## config.mk

```make
export PLATFORM = sky130hd
export DESIGN_NAME = dcs_channel
export DESIGN_NICKNAME = d
export VERILOG_FILES = /design/src/shared/dcs_pkg.sv /design/src/rtl/dcs_channel.sv /design/src/rtl/dcs_wr_counter.sv
export SDC_FILE = /design/constraint.sdc
export NUM_CORES = 1
export LEC_CHECK = 0
export ABC_AREA = 0
export BUFFER_PORTS_ARGS = -buffer_cell sky130_fd_sc_hd__buf_2
export CORE_ASPECT_RATIO = 2
export CORE_MARGIN = 5
export CORE_UTILIZATION = 44
export DETAILED_ROUTE_END_ITERATION = 12
export PLACE_DENSITY_LB_ADDON = 0.1
export SETUP_SLACK_MARGIN = 0.02
export SYNTH_ARGS = -nofsm -noshare
export SYNTH_HDL_FRONTEND = slang
export SYNTH_SLANG_ARGS = --single-unit
```

## constraint.sdc

```tcl
create_clock -name pclk -period 2.75 [get_ports pclk]
set_input_delay 0.6875 -clock pclk [delete_from_list [all_inputs] [get_ports pclk]]
set_output_delay 0.6875 -clock pclk [all_outputs]
set_load 0.02 [all_outputs]
```

## src/shared/dcs_pkg.sv

```systemverilog
// Purpose: constants and types for the dma channel control/status block
// Assumes: apb with 32-bit data, one word per register
// Notes: offsets are byte addresses
package dcs_pkg;
    localparam int unsigned ADDR_W = 8;
    // register byte offsets
    localparam logic [7:0] OFS_CTRL_STATUS = 8'h00;
    localparam logic [7:0] OFS_BLOCK_PTR = 8'h04;
    localparam logic [7:0] OFS_XFER_INFO = 8'h08;
    localparam logic [7:0] OFS_NEXT_PTR = 8'h0c;
    localparam logic [7:0] OFS_DEBUG = 8'h10;
    // control/status field positions
    localparam int unsigned BIT_CHAN_RESET = 31;
    localparam int unsigned BIT_ABORT = 30;
    localparam int unsigned BIT_IGNORE_HALT = 29;
    localparam int unsigned BIT_DRAIN_MODE = 28;
    localparam int unsigned URG_HI = 23;
    localparam int unsigned URG_LO = 20;
    localparam int unsigned PRI_HI = 19;
    localparam int unsigned PRI_LO = 16;
    localparam int unsigned BIT_ERROR = 8;
    localparam int unsigned BIT_DRAINING = 6;
    localparam int unsigned BIT_REQ_STALL = 5;
    localparam int unsigned BIT_PAUSED = 4;
    localparam int unsigned BIT_DATA_REQ = 3;
    localparam int unsigned BIT_IRQ = 2;
    localparam int unsigned BIT_DONE = 1;
    localparam int unsigned BIT_RUN = 0;
    // transfer-info fields
    localparam int unsigned TI_IRQ_ON_DONE = 0;
    localparam int unsigned TI_WAITS_HI = 25;
    localparam int unsigned TI_WAITS_LO = 21;
    localparam int unsigned TI_PACE_HI = 20;
    localparam int unsigned TI_PACE_LO = 16;
    // reset value of every stored field
    localparam logic [31:0] RST_WORD = 32'h0000_0000;
    // outstanding write limit
    localparam int unsigned MAX_OUTSTANDING = 13;
    localparam int unsigned CNT_W = 5;
    typedef enum logic [2:0]
    {
        ST_IDLE = 3'b000,
        ST_MOVE = 3'b001,
        ST_WAIT = 3'b010,
        ST_DRAIN = 3'b011,
        ST_END = 3'b100
    } dcs_state_t;
endpackage

```

## src/rtl/dcs_channel.sv

```systemverilog
// Purpose: per-channel control and status of a linked-list dma channel
// Assumes: apb slave; data mover external, signalled by beat/issue/resp strobes
// Notes: control block fields are loaded through apb registers standing in for the fetch
`timescale 1ns/1ns
// Function
// - writing one to bit 31 resets the channel; bit self-clears, reads zero
// - writing one to bit 30 abandons block, loads next block; self-clears
// - ignore_halt set keeps channel running during halt_request
// - drain mode counts writes vs responses, waits last response before completion
// - while draining load next pointer, clear run if zero, defer flags
// - drain mode stalls traffic while more than 13 writes outstanding
// - urgent_level field 23:20 driven when selected urgent signal is one
// - normal priority field 19:16 driven when selected urgent signal is zero
// - reserved bits 27:24, 15:9, 7 written zero, read as zero here
// - bit 8 reads one while any debug error flag is set
// - draining_flag bit 6 high while waiting for write responses
// - request_stall_flag bit 5 high while stalled by inactive data_request
// - bit 4 paused when run off, waits, halt, or write limit
// - bit 3 mirrors selected data_request after block load
// - pacing_select zero makes bit 3 read one once a block has loaded
// - irq_flag sets at block completion with irq_on_done; write one clears
// - block_done_flag sets at block completion; write one clears
// - transfers begin only with run_enable set and pointer non-zero
// - clearing run_enable pauses, setting resumes from same point
// - run_enable clears itself after zero next pointer loaded
module dcs_channel
#(
    parameter int unsigned NUM_PERIPH = 32
)
(
    input wire logic pclk,
    input wire logic presetn,
    input wire logic clk_en,
    input wire logic psel,
    input wire logic penable,
    input wire logic pwrite,
    input wire logic [dcs_pkg::ADDR_W-1:0] paddr,
    input wire logic [31:0] pwdata,
    output logic [31:0] prdata,
    output logic pready,
    output logic pslverr,
    input wire logic halt_request,
    input wire logic [NUM_PERIPH-1:0] data_request,
    input wire logic [NUM_PERIPH-1:0] urgent,
    input wire logic xfer_beat,
    input wire logic xfer_last,
    input wire logic wr_issue,
    input wire logic wr_resp,
    output logic move_enable,
    output logic [3:0] axi_priority,
    output logic block_load
);
    import dcs_pkg::*;

    dcs_state_t state_q;
    logic run_q, ign_halt_q, drain_q, done_q, irq_q;
    logic [3:0] urg_lvl_q, pri_q;
    logic [31:0] blk_ptr_q, next_ptr_q, xinfo_q;
    logic [2:0] debug_err_q;
    logic [4:0] wait_cnt_q;
    logic loaded_q;
    logic [CNT_W-1:0] outstanding;
    logic wr_acc, rd_acc, cs_wr, chan_rst, abort_cmd, over_limit, halted;
    logic sel_req, sel_urgent, paused, stalled, draining;
    logic blk_end, set_done, set_irq;
    logic [4:0] pace;
    logic [31:0] cs_rd;

    // apb strobes: zero-wait slave
    assign wr_acc = psel && penable && pwrite;
    assign rd_acc = psel && !penable && !pwrite;
    assign cs_wr = wr_acc && paddr == OFS_CTRL_STATUS;
    assign chan_rst = cs_wr && pwdata[BIT_CHAN_RESET];
    assign abort_cmd = cs_wr && pwdata[BIT_ABORT];
    assign pace = xinfo_q[TI_PACE_HI:TI_PACE_LO];
    assign sel_req = (pace == 5'h00) ? 1'b1 : data_request[pace];
    assign sel_urgent = (pace == 5'h00) ? 1'b0 : urgent[pace];
    assign halted = halt_request && !ign_halt_q;
    assign over_limit = drain_q && outstanding > CNT_W'(MAX_OUTSTANDING);
    assign draining = state_q == ST_DRAIN;
    assign stalled = state_q == ST_MOVE && !sel_req;
    assign paused = !run_q || state_q == ST_WAIT || halted || over_limit;
    assign blk_end = state_q == ST_MOVE && xfer_beat && xfer_last;
    // completion, deferred while responses are still owed
    assign set_done = (state_q == ST_END) || (draining && outstanding == '0);
    assign set_irq = set_done && xinfo_q[TI_IRQ_ON_DONE];

    dcs_wr_counter #(.W(CNT_W)) dcs_wr_counter_inst
    (
        .pclk(pclk),
        .presetn(presetn),
        .ce(clk_en),
        .clr(chan_rst),
        .issue(wr_issue && drain_q),
        .resp(wr_resp && drain_q),
        .count(outstanding)
    );

    // channel sequencer
    always_ff @(posedge pclk or negedge presetn)
    begin
        if (!presetn)
        begin
            state_q <= ST_IDLE;
            wait_cnt_q <= '0;
            loaded_q <= 1'b0;
        end
        else if (clk_en)
        begin
            if (chan_rst)
            begin
                state_q <= ST_IDLE;
                wait_cnt_q <= '0;
                loaded_q <= 1'b0;
            end
            else if (abort_cmd && state_q != ST_IDLE)
            begin
                state_q <= ST_END;
            end
            else
            begin
                case (state_q)
                    ST_IDLE:
                    begin
                        if (run_q && blk_ptr_q != 32'h0)
                        begin
                            state_q <= ST_MOVE;
                            loaded_q <= 1'b1;
                        end
                    end
                    ST_MOVE:
                    begin
                        if (blk_end)
                            state_q <= drain_q ? ST_DRAIN : ST_END;
                        else if (xfer_beat && xinfo_q[TI_WAITS_HI:TI_WAITS_LO] != 5'h00)
                        begin
                            state_q <= ST_WAIT;
                            wait_cnt_q <= xinfo_q[TI_WAITS_HI:TI_WAITS_LO];
                        end
                    end
                    ST_WAIT:
                    begin
                        if (run_q && !halted)
                        begin
                            wait_cnt_q <= wait_cnt_q - 5'h01;
                            if (wait_cnt_q == 5'h01)
                                state_q <= ST_MOVE;
                        end
                    end
                    ST_DRAIN:
                    begin
                        if (outstanding == '0)
                        begin
                            state_q <= ST_IDLE;
                        end
                    end
                    ST_END:
                    begin
                        // request mirror stays valid until a channel reset
                        state_q <= ST_IDLE;
                    end
                    default:
                        state_q <= ST_IDLE;
                endcase
            end
        end
    end

    // control fields, run bit and block pointers
    always_ff @(posedge pclk or negedge presetn)
    begin
        if (!presetn)
        begin
            run_q <= RST_WORD[BIT_RUN];
            ign_halt_q <= RST_WORD[BIT_IGNORE_HALT];
            drain_q <= RST_WORD[BIT_DRAIN_MODE];
            urg_lvl_q <= RST_WORD[URG_HI:URG_LO];
            pri_q <= RST_WORD[PRI_HI:PRI_LO];
            blk_ptr_q <= RST_WORD;
            next_ptr_q <= RST_WORD;
            xinfo_q <= RST_WORD;
        end
        else if (clk_en)
        begin
            if (chan_rst)
            begin
                run_q <= 1'b0;
                ign_halt_q <= 1'b0;
                drain_q <= 1'b0;
                urg_lvl_q <= '0;
                pri_q <= '0;
                blk_ptr_q <= '0;
                next_ptr_q <= '0;
                xinfo_q <= '0;
            end
            else
            begin
                if (cs_wr)
                begin
                    run_q <= pwdata[BIT_RUN];
                    ign_halt_q <= pwdata[BIT_IGNORE_HALT];
                    drain_q <= pwdata[BIT_DRAIN_MODE];
                    urg_lvl_q <= pwdata[URG_HI:URG_LO];
                    pri_q <= pwdata[PRI_HI:PRI_LO];
                end
                if (wr_acc && paddr == OFS_BLOCK_PTR)
                    blk_ptr_q <= pwdata;
                if (wr_acc && paddr == OFS_XFER_INFO)
                    xinfo_q <= pwdata;
                if (wr_acc && paddr == OFS_NEXT_PTR)
                    next_ptr_q <= pwdata;
                // next pointer loaded at block end, without a fetch when draining
                if (blk_end || (abort_cmd && state_q != ST_IDLE))
                begin
                    blk_ptr_q <= next_ptr_q;
                    if (next_ptr_q == 32'h0)
                        run_q <= 1'b0;
                end
            end
        end
    end

    // sticky done and irq flags; a set beats a same-cycle clear
    always_ff @(posedge pclk or negedge presetn)
    begin
        if (!presetn)
        begin
            done_q <= RST_WORD[BIT_DONE];
            irq_q <= RST_WORD[BIT_IRQ];
        end
        else if (clk_en)
        begin
            if (chan_rst)
            begin
                done_q <= 1'b0;
                irq_q <= 1'b0;
            end
            else
            begin
                done_q <= set_done || (done_q && !(cs_wr && pwdata[BIT_DONE]));
                irq_q <= set_irq || (irq_q && !(cs_wr && pwdata[BIT_IRQ]));
            end
        end
    end

    // debug error flags: hardware sets, write one clears
    always_ff @(posedge pclk or negedge presetn)
    begin
        if (!presetn)
            debug_err_q <= '0;
        else if (clk_en)
        begin
            if (chan_rst)
                debug_err_q <= '0;
            else
                debug_err_q <= (debug_err_q & ~((wr_acc && paddr == OFS_DEBUG) ? pwdata[2:0] : 3'h0))
                    | {1'b0, wr_resp && !drain_q && 1'b0, wr_resp && drain_q && outstanding == '0};
        end
    end

    // control/status read image, reserved bits zero
    always_comb
    begin
        cs_rd = '0;
        cs_rd[BIT_IGNORE_HALT] = ign_halt_q;
        cs_rd[BIT_DRAIN_MODE] = drain_q;
        cs_rd[URG_HI:URG_LO] = urg_lvl_q;
        cs_rd[PRI_HI:PRI_LO] = pri_q;
        cs_rd[BIT_ERROR] = |debug_err_q;
        cs_rd[BIT_DRAINING] = draining;
        cs_rd[BIT_REQ_STALL] = stalled;
        cs_rd[BIT_PAUSED] = paused;
        cs_rd[BIT_DATA_REQ] = loaded_q && sel_req;
        cs_rd[BIT_IRQ] = irq_q;
        cs_rd[BIT_DONE] = done_q;
        cs_rd[BIT_RUN] = run_q;
    end

    // apb read data, sampled in setup, held through access
    always_ff @(posedge pclk or negedge presetn)
    begin
        if (!presetn)
        begin
            prdata <= '0;
            pslverr <= 1'b0;
            pready <= 1'b0;
        end
        else if (clk_en)
        begin
            pready <= psel && !penable;
            pslverr <= psel && !penable && paddr > OFS_DEBUG;
            if (rd_acc)
            begin
                case (paddr)
                    OFS_CTRL_STATUS: prdata <= cs_rd;
                    OFS_BLOCK_PTR: prdata <= blk_ptr_q;
                    OFS_XFER_INFO: prdata <= xinfo_q;
                    OFS_NEXT_PTR: prdata <= next_ptr_q;
                    OFS_DEBUG: prdata <= {29'h0, debug_err_q};
                    default: prdata <= '0;
                endcase
            end
        end
    end

    // mover controls
    always_ff @(posedge pclk or negedge presetn)
    begin
        if (!presetn)
        begin
            move_enable <= 1'b0;
            axi_priority <= '0;
            block_load <= 1'b0;
        end
        else if (clk_en)
        begin
            move_enable <= state_q == ST_MOVE && !paused && sel_req && !chan_rst;
            axi_priority <= sel_urgent ? urg_lvl_q : pri_q;
            block_load <= state_q == ST_IDLE && run_q && blk_ptr_q != 32'h0 && !chan_rst;
        end
    end
endmodule

```

## src/rtl/dcs_wr_counter.sv

```systemverilog
// Purpose: count axi writes issued against write responses
// Assumes: a response never arrives with nothing outstanding
// Notes: cleared by channel reset
`timescale 1ns/1ns
module dcs_wr_counter
#(
    parameter int unsigned W = dcs_pkg::CNT_W
)
(
    input wire logic pclk,
    input wire logic presetn,
    input wire logic ce,
    input wire logic clr,
    input wire logic issue,
    input wire logic resp,
    output logic [W-1:0] count
);
    import dcs_pkg::*;
    // up on issue, down on response, both cancel
    always_ff @(posedge pclk or negedge presetn)
    begin
        if (!presetn)
            count <= '0;
        else if (ce)
        begin
            if (clr)
                count <= '0;
            else if (issue && !resp)
                count <= count + W'(1);
            else if (resp && !issue && count != '0)
                count <= count - W'(1);
        end
    end
endmodule

```

==> results.toml <==
[drt]
drt_iter0_drc = 462
vias_per_cell = 5.69
drt-total-wl_um = 28300
final_antenna_net_count = 0
drc = 0
wire_per_inst_um = 21.2
drt_pre_antenna_iters = 5
vias = 7597

[timing]
hold_violations = 0
grt_setup_unrepaired = "false"
slew_headroom_pct = 57.7
period_share_pct = 90.1
fin_tns_setup_ps = 0
finClkSkew_ps = 10.6
fmax_ghz = 0.404
setup_viol = 0
fin_crit_ps = 2480
maxSlewViolCount = 0
worstMarginPinSlew_ps = 634

[job]
maxCapViolCount = 0

[cts]
clk_latency_ps = 440
clockBufferDepth = 2
cts.sinks = 166
cts_tree = "yes"
ctsResizeCount = 0
post_cts_buffers = 0
hold_buffers = 0
numCtsBuffers = 17
cts_root_buf = "clkbuf_16"
h-tree-depth = 4
clkTransAtPathRegs_ps = 70

[placed_design]
port_buffers = 153
dp.cells = 1304
post-dp-hpwl_um = 21500
place.gp.congestion = 0.885

[final_layout]
layout.nets = 1185
fillers = 1791
final_cells = 1335
syn2layout_area_growth_pct = 22.0
drive_above_1_share_pct = 24.9
diodes = 0

[floorplan]
die_w_um = 109
die_area_um2 = 22800
core_um2 = 19400
ios = 155
chipHeight_um = 209
initial_core_util_pct = 44.9
rows = 72

[power]
ir_worst_vdd_mv = 0.388
fin_total_pwr_w = 0.00698
power_density_nw_per_um2 = 659
leakage_nw = 5.16

[synth]
synth_top_area_cell = "dfrtp_1"
dominantRegCellSynth = "dfrtp_1"
ys_seq_area_share_pct = 47.8
yosys_warnings = 0
synth_edf_count = 0
syn_avg_cell_area_um2 = 9.65
syn_area_um2 = 8690
syn_inst = 901
ys_ff_latch = 166
async_reset_ff_share_pct = 100
synth_fp_nets = 1022
synth_top_area_share_pct = 47.8
synthTopCellsByCount = "nand2_1, dfrtp_1, o21ai_0, o21ai_1, mux2i_1"
ys_types = 70
synthTopCellsByArea = "dfrtp_1, nand2_1, mux2i_1"
synth_most_common_cell = "nand2_1"

[global_route]
grt.overflow.total = 0
grt_pass1_wl_um = 44700
grt_pass1_vias = 7871
antenna_found_initial = 0
grt_util_met2_pct = 44.0
gr-usage-met3_pct = 4.01
busiest_layer = "met2"
grt_max_degree = 49
groute.usage.overall_pct = 25.7
use_met1_pct = 30.7

[critical_path]
worstPathMaxFanout = 7
crit_path_end_kind = "register"
crit_type = "reg -> reg"
cp_data_arrival_time_ps = 2780
startpoint_type = "register"
worst_ep_required_time_ps = 3060

[run_status]
status = "completed"

[worst_hold_path]
hp-class = "in -> async"
-- final timing paths --
check                                               end  cells past startpoint  slack (ps)         from
setup / recovery                        axi_priority[3]                      7         270  xinfo_q[16]
hold / removal                              xinfo_q[19]                      1         190      presetn
setup reg to reg                        axi_priority[3]                      7         270  xinfo_q[16]
hold reg to reg                              prdata[25]                      2         470   prdata[25]
max in group asynchronous  dcs_wr_counter_inst.count[2]                      2        1910      presetn
min in group pclk                            prdata[25]                      2         470   prdata[25]
-- layout make-up --
type	instances	area, um2	share of cell area, %
flip-flops and latches	166	4150	39.2
well taps	259	324	3.06
clock buffers	19	443	4.18
multi-input cells	659	4170	39.3
inverters	16	60.1	0.566
clock inverters	12	201	1.90
repair buffers	204	1250	11.8
-- power by group --
| group | leakage, nW | switching, W | internal [W] |
|---|---|---|---|
| Combinational | 2.61 | 0.000707 | 0.000545 |
| Clock | 0.309 | 0.00101 | 0.00163 |
| Sequential | 2.24 | 0.000350 | 0.00274 |
| Total | 5.16 | 0.00207 | 0.00492 |
-- registers in the layout, summed over array words and instances, names as in the netlist, 4 cells and up --
name	count
axi_priority	4
urg_lvl_q	4
pri_q	4
xinfo_q	32
blk_ptr_q	32
next_ptr_q	32
wait_cnt_q	5
prdata	32
dcs_wr_counter_inst.count	5
-- worst max-delay path: stages (launching register included) --
cell,delay (ps)
dfrtp_1,560
buf_4,240
mux4_2,500
and3b_1,200
a2111oi_2,380
nor3b_2,160
mux2i_1,230
a21oi_1,90
-- cell families (layout without fill, tap and decap cells) --
family / Yosys count / in the layout / share of synthesized area [%]
xor+xnor: 3 / 3 / 0.302
buf+inv: 76 / 251 / 4.52
mux: 76 / 76 / 11.1
compound gates: 265 / 265 / 18.2
fa+ha+maj: 6 / 6 / 0.950
flops: 166 / 166 / 47.8
simple gates: 309 / 309 / 17.1
-- layer usage --
layer / routed length, um / vias up / share of wire (%)
met5: 0 / - / 0
met4: 1280 / 0 / 4.5
met3: 1380 / 60 / 4.9
met2: 14700 / 256 / 52
met1: 10900 / 3686 / 38
li1: - / 3595 / -
-- cells in the final DEF, fill, tap and decap left out, types with 4 or more instances in the layout --
cell	count
ha_1	5
a221oi_1	6
o21ai_0	80
mux4_2	16
buf_2	152
nand3_1	8
a222oi_1	10
nand2_1	193
mux2i_1	57
nand3b_1	4
buf_4	43
clkbuf_16	17
a21oi_1	45
inv_1	15
o21a_1	4
bufinv_16	5
nor3b_1	6
o21ai_1	58
nor2_1	33
nor4_1	15
dfrtp_1	166
nor4_4	5
nor3_1	10
a21o_1	15
nand4_1	6
o31ai_1	19
buf_12	8
-- metrics by stage --
step                cell area, um2  hold slack [ps]  setup slack (ps)  utilization [%]
finish                       10600              185               272             54.7
global route                 10600              200              53.0             54.7
CTS                          10600              177               247             54.7
detailed placement            9960              461               113             51.4
global placement              9960              454               143             51.4
floorplan                     8690              392               258                -
No activity file was read; power rests on OpenSTA's default activity.
